<file path="src/rtl/exc_save_map.vh">
`ifndef EXC_SAVE_MAP_VH
`define EXC_SAVE_MAP_VH

// control register selectors on the control-register access port
`define CR_SEL_W 3
`define CR_EXC_SAVED 3'h1
`define CR_BREAK_SAVED 3'h2
`define CR_IRQ_MASK 3'h3
`define CR_IRQ_WAITING 3'h4
`define CR_CORE_ID 3'h5
`define CR_EXC_INFO 3'h7

// state register layout shared by live and saved copies
`define ST_W 32
`define ST_USED_MSB 23
`define ST_BANK_IRQ_EN 23
`define ST_NMI 22
`define ST_PREV_BANK_MSB 21
`define ST_PREV_BANK_LSB 16
`define ST_CUR_BANK_MSB 15
`define ST_CUR_BANK_LSB 10
`define ST_LEVEL_MSB 9
`define ST_LEVEL_LSB 4
`define ST_EXT_HANDLER 3
`define ST_EXC_HANDLER 2
`define ST_USER 1
`define ST_GATE 0
`define BANK_W 6

// exception info record layout
`define EI_FATAL_ECC 31
`define EI_CAUSE_MSB 6
`define EI_CAUSE_LSB 2
`define CAUSE_W 5

// reset values
`define ZERO32 32'h0000_0000
`define ZERO_CAUSE 5'h00
`define ZERO_BANK 6'h00

`endif

</file>
<file path="src/rtl/exception_status_save_regs.v">
`timescale 1ns/1ps
`default_nettype none
`include "exc_save_map.vh"

// Operation
// (RULE1) interrupt taken with handler flag clear saves live state to exception copy
// (RULE2) shadow bank interrupt saves to shadow copy instead when banks exist
// (RULE3) exception return restores from exception or shadow copy by current bank
// (RULE4) exception copy is software read/write and resets to zero
// (RULE5) saved copies keep the live state layout, bits 23 down to 0
// (RULE6) break saves the live state into the break copy
// (RULE7) break return restores live state from the break copy
// (RULE8) break copy is software read/write and resets to zero
// (RULE9) mask has one enable bit per request input 0 to 31
// (RULE10) mask reads zero when internal interrupt controller is absent
// (RULE11) waiting bits equal request inputs AND mask
// (RULE12) writes to waiting bits are ignored
// (RULE13) waiting register exists only with internal interrupt controller
// (RULE14) core id is a build constant; writes ignored
// (RULE15) extra info built always with translation or protection, else by option
// (RULE16) fatal ECC flag: 1 register-file error, 0 other ECC; read-only
// (RULE17) cause field records highest-priority exception code
// (RULE18) cause unchanged on break or external-controller interrupt
// (RULE19) unbuilt fields read zero and behave as zero
// (RULE20) software must not set handler and user flags together
// (RULE21) handler flag set on any exception taken, including break
// (RULE22) previous bank takes current bank after saving live state
// (RULE23) restored state applies from the first fetch at the return target
module exception_status_save_regs #(
	parameter HAS_IIC = 1,
	parameter HAS_EIC = 0,
	parameter HAS_SHADOW = 0,
	parameter HAS_MMU = 0,
	parameter HAS_MPU = 0,
	parameter HAS_ECC = 0,
	parameter EXTRA_INFO_OPT = 0,
	parameter [31:0] CORE_ID = 32'h0000_0000 // arbitrary value
) (
	input wire clock,
	input wire srst,
	input wire [31:0] irq_req,
	input wire [`ST_W-1:0] live_state,
	input wire exc_taken,
	input wire exc_is_irq,
	input wire irq_wants_shadow,
	input wire irq_is_ext,
	input wire break_taken,
	input wire cause_valid,
	input wire [`CAUSE_W-1:0] cause_code,
	input wire ecc_fatal,
	input wire ecc_in_regfile,
	input wire exc_return,
	input wire break_return,
	input wire [`ST_W-1:0] shadow_saved_state,
	input wire cr_write,
	input wire [`CR_SEL_W-1:0] cr_sel,
	input wire [31:0] cr_wdata,
	output reg [31:0] cr_rdata,
	output wire save_to_shadow,
	output reg restore_valid,
	output reg [`ST_W-1:0] restore_state,
	output reg handler_flag_set,
	output wire [31:0] irq_waiting_bits,
	output wire irq_any_waiting
);
	// extra info is forced on by translation or protection
	localparam EXTRA_INFO = (HAS_MMU != 0) || (HAS_MPU != 0) || (EXTRA_INFO_OPT != 0); // RULE15
	// handler flag exists with translation or ECC
	localparam HANDLER_BUILT = (HAS_MMU != 0) || (HAS_ECC != 0);
	// user flag exists with translation or protection
	localparam USER_BUILT = (HAS_MMU != 0) || (HAS_MPU != 0);

	// per-field mask of built features
	wire [`ST_W-1:0] field_mask;
	wire [`BANK_W-1:0] bank_mask;
	wire [5:0] level_mask;
	wire [7:0] reserved_mask;
	wire bank_irq_en_mask;
	wire nmi_mask;
	wire ext_handler_mask;
	wire exc_handler_mask;
	wire user_mask;
	wire gate_mask;

	// shadow banks own the bank fields and their interrupt enable
	assign bank_mask = (HAS_SHADOW != 0) ? {`BANK_W{1'b1}} : `ZERO_BANK;
	assign bank_irq_en_mask = (HAS_SHADOW != 0) ? 1'b1 : 1'b0;

	// external controller owns level, nonmaskable and handler-mode fields
	assign level_mask = (HAS_EIC != 0) ? 6'h3f : 6'h00;
	assign nmi_mask = (HAS_EIC != 0) ? 1'b1 : 1'b0;
	assign ext_handler_mask = (HAS_EIC != 0) ? 1'b1 : 1'b0;

	// handler and user flags follow their owning features
	assign exc_handler_mask = HANDLER_BUILT ? 1'b1 : 1'b0;
	assign user_mask = USER_BUILT ? 1'b1 : 1'b0;
	assign gate_mask = 1'b1; // gate always built
	assign reserved_mask = 8'h00; // bits above 23 never hold state

	// assembled in live-state order, msb first
	assign field_mask = {reserved_mask, bank_irq_en_mask, nmi_mask, bank_mask, bank_mask, level_mask,
		ext_handler_mask, exc_handler_mask, user_mask, gate_mask}; // RULE5 RULE19

	// save-event decode
	wire handler_busy;
	wire irq_save;
	wire nonirq_save;
	wire exc_capture;
	wire break_capture;

	// a set handler flag blocks nested saves into the exception copy
	assign handler_busy = live_state[`ST_EXC_HANDLER] & field_mask[`ST_EXC_HANDLER]; // RULE19

	// interrupt path: shadow copy when asked and built, exception copy otherwise
	assign irq_save = exc_taken & exc_is_irq & ~handler_busy; // RULE1
	assign save_to_shadow = irq_save & irq_wants_shadow & (HAS_SHADOW != 0); // RULE2

	// nonbreak, noninterrupt exceptions use the exception copy too
	assign nonirq_save = exc_taken & ~exc_is_irq & ~handler_busy;
	assign exc_capture = nonirq_save | (irq_save & ~save_to_shadow); // RULE1 RULE2

	// breaks always save, whatever the handler flag says
	assign break_capture = break_taken; // RULE6

	// selector decode shared by the write strobes
	wire sel_exc;
	wire sel_brk;
	wire sel_mask;
	assign sel_exc = (cr_sel == `CR_EXC_SAVED);
	assign sel_brk = (cr_sel == `CR_BREAK_SAVED);
	assign sel_mask = (cr_sel == `CR_IRQ_MASK);

	// software write strobes, read-only selectors get none
	wire wr_exc;
	wire wr_brk;
	wire wr_mask;
	assign wr_exc = cr_write & sel_exc; // RULE4
	assign wr_brk = cr_write & sel_brk; // RULE8
	assign wr_mask = cr_write & sel_mask & (HAS_IIC != 0); // RULE10 RULE12

	wire [`ST_W-1:0] exc_saved_state;
	wire [`ST_W-1:0] break_saved_state;

	// exception-saved copy
	saved_state_reg u_exc_saved (
		.clock(clock),
		.srst(srst),
		.capture(exc_capture), // RULE22
		.live_state(live_state),
		.sw_write(wr_exc),
		.sw_data(cr_wdata),
		.field_mask(field_mask),
		.value(exc_saved_state)
	);

	// break-saved copy
	saved_state_reg u_break_saved (
		.clock(clock),
		.srst(srst),
		.capture(break_capture), // RULE22
		.live_state(live_state),
		.sw_write(wr_brk),
		.sw_data(cr_wdata),
		.field_mask(field_mask),
		.value(break_saved_state)
	);

	// interrupt enable mask, one bit per request input
	reg [31:0] irq_mask_bits_ff;
	reg [31:0] nxt_irq_mask_bits;
	always @* begin
		nxt_irq_mask_bits = irq_mask_bits_ff;
		if (wr_mask) begin
			nxt_irq_mask_bits = cr_wdata; // RULE9
		end
	end

	// mask register, cleared by reset
	always @(posedge clock) begin
		if (srst) begin
			irq_mask_bits_ff <= `ZERO32;
		end else begin
			irq_mask_bits_ff <= nxt_irq_mask_bits;
		end
	end

	// mask read value and waiting bits, both zero without the internal controller
	wire [31:0] irq_mask_bits;
	assign irq_mask_bits = (HAS_IIC != 0) ? irq_mask_bits_ff : `ZERO32; // RULE10
	assign irq_waiting_bits = (HAS_IIC != 0) ? (irq_req & irq_mask_bits) : `ZERO32; // RULE11 RULE13
	assign irq_any_waiting = |irq_waiting_bits;

	// exception info record
	reg fatal_regfile_ecc_flag_ff;
	reg [`CAUSE_W-1:0] cause_ff;
	reg nxt_fatal_regfile_ecc_flag;
	reg [`CAUSE_W-1:0] nxt_cause;
	wire ecc_write;
	wire cause_write;
	wire cause_blocked;

	// breaks and external-controller interrupts leave the cause alone
	assign cause_blocked = break_taken | (exc_is_irq & irq_is_ext); // RULE18
	assign cause_write = EXTRA_INFO & exc_taken & cause_valid & ~cause_blocked; // RULE17
	assign ecc_write = ecc_fatal & (HAS_ECC != 0); // RULE16

	// next values of the two recorded fields
	always @* begin
		nxt_fatal_regfile_ecc_flag = fatal_regfile_ecc_flag_ff;
		nxt_cause = cause_ff;
		if (ecc_write) begin
			nxt_fatal_regfile_ecc_flag = ecc_in_regfile; // RULE16
		end
		if (cause_write) begin
			nxt_cause = cause_code; // RULE17
		end
	end

	// fatal ECC flag, read-only to software
	always @(posedge clock) begin
		if (srst) begin
			fatal_regfile_ecc_flag_ff <= 1'b0;
		end else begin
			fatal_regfile_ecc_flag_ff <= nxt_fatal_regfile_ecc_flag;
		end
	end

	// cause field, read-only to software
	always @(posedge clock) begin
		if (srst) begin
			cause_ff <= `ZERO_CAUSE;
		end else begin
			cause_ff <= nxt_cause;
		end
	end

	// record layout: ECC flag on top, cause in bits 6 to 2, zeros elsewhere
	wire [23:0] info_pad_high;
	wire [1:0] info_pad_low;
	wire [31:0] exc_info_record;
	assign info_pad_high = 24'h00_0000;
	assign info_pad_low = 2'b00;
	assign exc_info_record = {fatal_regfile_ecc_flag_ff, info_pad_high, cause_ff, info_pad_low};

	// restore sources; a nonzero current bank means the state sits in the shadow copy
	wire shadow_active;
	wire [`ST_W-1:0] shadow_restore;
	wire [`ST_W-1:0] exc_restore;
	assign shadow_active = |(live_state[`ST_CUR_BANK_MSB:`ST_CUR_BANK_LSB] & bank_mask);
	assign shadow_restore = shadow_saved_state & field_mask; // RULE19
	assign exc_restore = shadow_active ? shadow_restore : exc_saved_state; // RULE3

	// restore request, break return first
	reg nxt_restore_valid;
	reg [`ST_W-1:0] nxt_restore_state;
	always @* begin
		nxt_restore_valid = 1'b0;
		nxt_restore_state = `ZERO32;
		if (break_return) begin
			nxt_restore_valid = 1'b1;
			nxt_restore_state = break_saved_state; // RULE7
		end else if (exc_return) begin
			nxt_restore_valid = 1'b1;
			nxt_restore_state = exc_restore; // RULE3
		end
	end

	// registered so restored state lands before the target fetch
	always @(posedge clock) begin
		if (srst) begin
			restore_valid <= 1'b0;
			restore_state <= `ZERO32;
		end else begin
			restore_valid <= nxt_restore_valid; // RULE23
			restore_state <= nxt_restore_state; // RULE23
		end
	end

	// handler flag request on any exception or break, only where the flag exists
	wire nxt_handler_flag_set;
	assign nxt_handler_flag_set = (exc_taken | break_taken) & HANDLER_BUILT; // RULE21

	// one-cycle pulse behind the event
	always @(posedge clock) begin
		if (srst) begin
			handler_flag_set <= 1'b0;
		end else begin
			handler_flag_set <= nxt_handler_flag_set;
		end
	end

	// read value per selector, unmapped selectors read zero
	wire [31:0] info_read_value;
	reg [31:0] nxt_cr_rdata;
	assign info_read_value = EXTRA_INFO ? exc_info_record : `ZERO32; // RULE15

	// read mux; writes to read-only selectors have no strobe
	always @* begin
		case (cr_sel)
			`CR_EXC_SAVED: nxt_cr_rdata = exc_saved_state; // RULE4
			`CR_BREAK_SAVED: nxt_cr_rdata = break_saved_state; // RULE8
			`CR_IRQ_MASK: nxt_cr_rdata = irq_mask_bits; // RULE10
			`CR_IRQ_WAITING: nxt_cr_rdata = irq_waiting_bits; // RULE12
			`CR_CORE_ID: nxt_cr_rdata = CORE_ID; // RULE14
			`CR_EXC_INFO: nxt_cr_rdata = info_read_value;
			default: nxt_cr_rdata = `ZERO32;
		endcase
	end

	// read data registered, one cycle after the selector
	always @(posedge clock) begin
		if (srst) begin
			cr_rdata <= `ZERO32;
		end else begin
			cr_rdata <= nxt_cr_rdata;
		end
	end
endmodule
`default_nettype wire

</file>
<file path="src/rtl/saved_state_reg.v">
`timescale 1ns/1ps
`default_nettype none
`include "exc_save_map.vh"

// one saved copy of the state register with field masking
module saved_state_reg (
	input wire clock,
	input wire srst,
	input wire capture,
	input wire [`ST_W-1:0] live_state,
	input wire sw_write,
	input wire [`ST_W-1:0] sw_data,
	input wire [`ST_W-1:0] field_mask,
	output wire [`ST_W-1:0] value
);
	reg [`ST_W-1:0] state_ff;
	reg [`ST_W-1:0] nxt_state;

	// capture moves current bank into previous bank on the stored copy
	always @* begin
		nxt_state = state_ff;
		if (capture) begin
			nxt_state = live_state;
			nxt_state[`ST_PREV_BANK_MSB:`ST_PREV_BANK_LSB] = live_state[`ST_CUR_BANK_MSB:`ST_CUR_BANK_LSB];
		end else if (sw_write) begin
			nxt_state = sw_data;
		end
	end

	// fields of unbuilt features stay zero
	always @(posedge clock) begin
		if (srst) begin
			state_ff <= `ZERO32;
		end else begin
			state_ff <= nxt_state & field_mask;
		end
	end

	assign value = state_ff;
endmodule
`default_nettype wire

</file>
<file path="config.mk">
export PLATFORM = sky130hd
export DESIGN_NAME = exception_status_save_regs
export DESIGN_NICKNAME = d
export VERILOG_FILES = /design/src/rtl/exception_status_save_regs.v /design/src/rtl/saved_state_reg.v
export VERILOG_INCLUDE_DIRS = /design/src /design/src/rtl
export SDC_FILE = /design/constraint.sdc
export NUM_CORES = 1
export LEC_CHECK = 0
export BUFFER_PORTS_ARGS = -buffer_cell sky130_fd_sc_hd__buf_2
export CAP_MARGIN = 5
export CORE_AREA = 2 2 97 99
export CTS_CLUSTER_SIZE = 30
export DETAILED_ROUTE_END_ITERATION = 8
export DIE_AREA = 0 0 99 101
export PLACE_DENSITY = 0.77
export SETUP_SLACK_MARGIN = 0.1
export SLEW_MARGIN = 40
export SYNTH_ARGS = -nofsm -noshare
export SYNTH_HDL_FRONTEND = slang
export SYNTH_SLANG_ARGS = --single-unit
</file>
<file path="constraint.sdc">
create_clock -name clock -period 2.2 [get_ports clock]
set_input_delay 0.22 -clock clock [delete_from_list [all_inputs] [get_ports clock]]
set_output_delay 0.22 -clock clock [all_outputs]
set_load 0.1 [all_outputs]
</file>
==> impl_metrics.tcl <==
set metrics [dict create \
    status "finished, violations left" \
    violations "negative setup slack" \
    core_mm2 0.00898 \
    cts_root_buf "clkbuf_8" \
    die_width_um 99 \
    synth_cells 381 \
    drive_above_1_share_pct 39.8 \
    initial_core_util_pct 32.9 \
    seq_area_mm2 0.00136 \
    drt_iter0_markers 81 \
    grt_pass1_wl_um 13800 \
    track_usage_pct 17.9 \
    ys_types 22 \
    gp_congestion 0.783 \
    synth.most_common_cell "nand2_1" \
    yosys_warnings 0 \
    fin_tns_setup_ns -0.521 \
    die_y_um 101 \
    grt_overflow 0 \
    hold_path_class "in2reg" \
    avgViaCountPerCell 4.48 \
    drc 0 \
    power_mw 3.00 \
    cpPeakStageDelay_ns 0.54 \
    wl_um 8760 \
    hpwl_um 6590 \
    endpoint_kind "output pin" \
    synthToLayoutAreaGrowth_pct 40.1 \
    ys_ff_latch 68 \
    io_buffers 141 \
    maxCapViolations 0 \
    grt_pass1_vias 2819 \
    syn-cell-area_mm2 0.00295 \
    rsz0062_at_grt "yes" \
    firstDrtPassIters 4 \
    h-tree-depth 3 \
    tightest_slew_ns 0.513 \
    nNetsFinal 694 \
    yosys.area.top_type "dfxtp_1" \
    critPathKind "reg2out" \
    cts_tree "yes" \
    required_ns 1.98 \
    dominantRegCellSynth "dfxtp_1" \
    synth_edf_count 0 \
    period_needed_ns 2.72 \
    peakVddDrop_mv 0.283 \
    clkLatencyLatePin_ns 0.34 \
    synth_top_area_share_pct 46.2 \
    cts.clk_slew.worst_paths_ns 0.08 \
    dpl_cell_area_mm2 0.00390 \
    nFillCells 877 \
    synthArstFlopShare_pct 0 \
    fmax_ghz 0.367 \
    multi_input_area_mm2 0.00144 \
    synth.avg_cell_area_um2 7.74 \
    rows 35 \
    start_kind "flip-flop" \
    vias 2958 \
    seq_area_frac_synth_pct 46.2 \
    layout_setup_ws_ns -0.521 \
    leakagePower_nw 2.01 \
    antenna_left 0 \
    synth_area_leaders "dfxtp_1 46%, nand2_1 12%, a21oi_1 11%" \
    critPathMaxFanout 2 \
    crit_chain "and2_4, or4_4, or4_4, or4_4, buf_8" \
    clock_sinks 68 \
    antenna_cells 0 \
    die_area_mm2 0.0100 \
    power_density_mw_per_mm2 726 \
    avgRoutedWirePerCell_um 13.3 \
    clk_path_buf_depth 2 \
    fin_crit_sh_pct 124 \
    cp_data_arrival_time_ns 2.50 \
    cts_setup_buffers 0 \
    yosys-top-cells-count "96 x nand2_1, 68 x dfxtp_1, 64 x a21oi_1" \
    finalSetupViolations 1 \
    grt_max_degree 37 \
    finClkSkew_ns 0.0110 \
    slew_headroom_pct 66.0 \
    numCtsBuffers 9 \
    final_max_slew_viol_count 0 \
    pre_cts_ws_ns -0.380 \
    antenna_found_initial 0 \
    pin_count 249 \
    crit_slowest_cell "or4_4" \
    final_hold_viol_count 0 \
    stdcell_area_mm2 0.00413 \
    cpMostUsedCell "or4_4" \
]
cells in the final DEF, fill, tap and decap left out:
cell	instances
clkinv_4	1
or4_4	3
nor3_1	2
dfxtp_1	68
clkinv_2	1
and2_1	9
or4_1	6
and2_4	13
nor3_2	1
nand2_1	96
nor2b_1	1
bufinv_16	2
a21oi_1	64
a221oi_1	1
buf_8	1
nor3b_2	1
buf_4	34
mux2_1	2
o21a_1	1
or2_1	4
clkbuf_8	9
nor2_1	35
nand3b_1	2
mux2i_1	3
clkinvlp_4	2
and3b_1	1
clkbuf_1	1
buf_2	140
nor4bb_1	2
conb_1	33
and2_2	11
cells by family (layout without fill, tap and decap cells):
logic type | Yosys count | in the layout | synth area share [%]
AO/OA/AOI/OAI | 66 | 66 | 11.4
buffers and inverters | 54 | 191 | 11.1
flip-flops | 68 | 68 | 46.2
multiplexers | 5 | 5 | 1.78
other | 1 | 33 | 0.127
AND/OR/NAND/NOR | 187 | 187 | 29.4
sequential cells by signal, indices dropped and copies added, names as in the netlist:
name,flops
irq_mask_bits,32
cr_rdata,32
u_exc_saved.value,1
u_break_saved.value,1
restore_valid,1
restore_state,1
through the flow:
stage / hold WS, ns / cells / util (%)
2_1_floorplan: 0.346 / 413 / -
3_3_place_gp: 0.428 / 645 / 43.4
5_1_grt: 0.0984 / 661 / 46.0
6_report: 0.114 / 661 / 46.0
3_5_place_dp: 0.436 / 645 / 43.4
4_1_cts: 0.0924 / 661 / 46.0
cell type report:
| class | instances | share of cell area, % |
|---|---|---|
| flip-flops and latches | 68 | 32.9 |
| repair buffers | 175 | 23.5 |
| clock inverters | 6 | 2.15 |
| multi-input cells | 291 | 34.9 |
| clock buffers | 10 | 3.09 |
| well taps | 111 | 3.36 |
report_power, final:
part / leakage [nW] / total [mW] / internal [mW] / switching, mW
combinational: 1.36 / 0.614 / 0.133 / 0.481
sequential: 0.550 / 1.26 / 1.25 / 0.00901
clock: 0.102 / 1.13 / 0.639 / 0.490
total: 2.01 / 3.00 / 2.02 / 0.980
path summary, 6_finish.rpt:
kind,start,end,slack [ns],cells past startpoint
min,cr_wdata[8],irq_mask_bits[8]$_SDFFE_PP0P_,0.11,3
min reg2reg,irq_mask_bits[1]$_SDFFE_PP0P_,cr_rdata[1]$_SDFF_PP0_,0.43,2
max reg2reg,irq_mask_bits[0]$_SDFFE_PP0P_,cr_rdata[0]$_SDFF_PP0_,1.12,4
max,irq_mask_bits[29]$_SDFFE_PP0P_,irq_any_waiting,-0.52,5
what timing repair did:
action / 4_1_cts / 5_1_grt
endpoints found under the setup margin: 1 / 1
cloned: 0 / 0
resized for setup: 5 / 0
hold endpoints to repair: 0 / 0
hold buffers: 0 / 0
pin swaps: 0 / 0
critical path: cells and delay by family, from the launching register on:
kind	cells	cell delay, ns
buffers and inverters	1	0.19
AND/OR/NAND/NOR	4	1.65
flip-flops	1	0.31
routing by layer:
| layer | up-vias | routed length (um) | share of wire [%] | track usage, % |
|---|---|---|---|---|
| li1 | 1493 | - | - | - |
| met5 | - | 0 | 0 | 0 |
| met4 | 0 | 215 | 2.5 | 6.95 |
| met1 | 1301 | 3650 | 42 | 21.3 |
| met3 | 19 | 767 | 8.8 | 5.41 |
| met2 | 145 | 4130 | 47 | 30.2 |
Note: power is estimated with default switching activity, not from simulation.
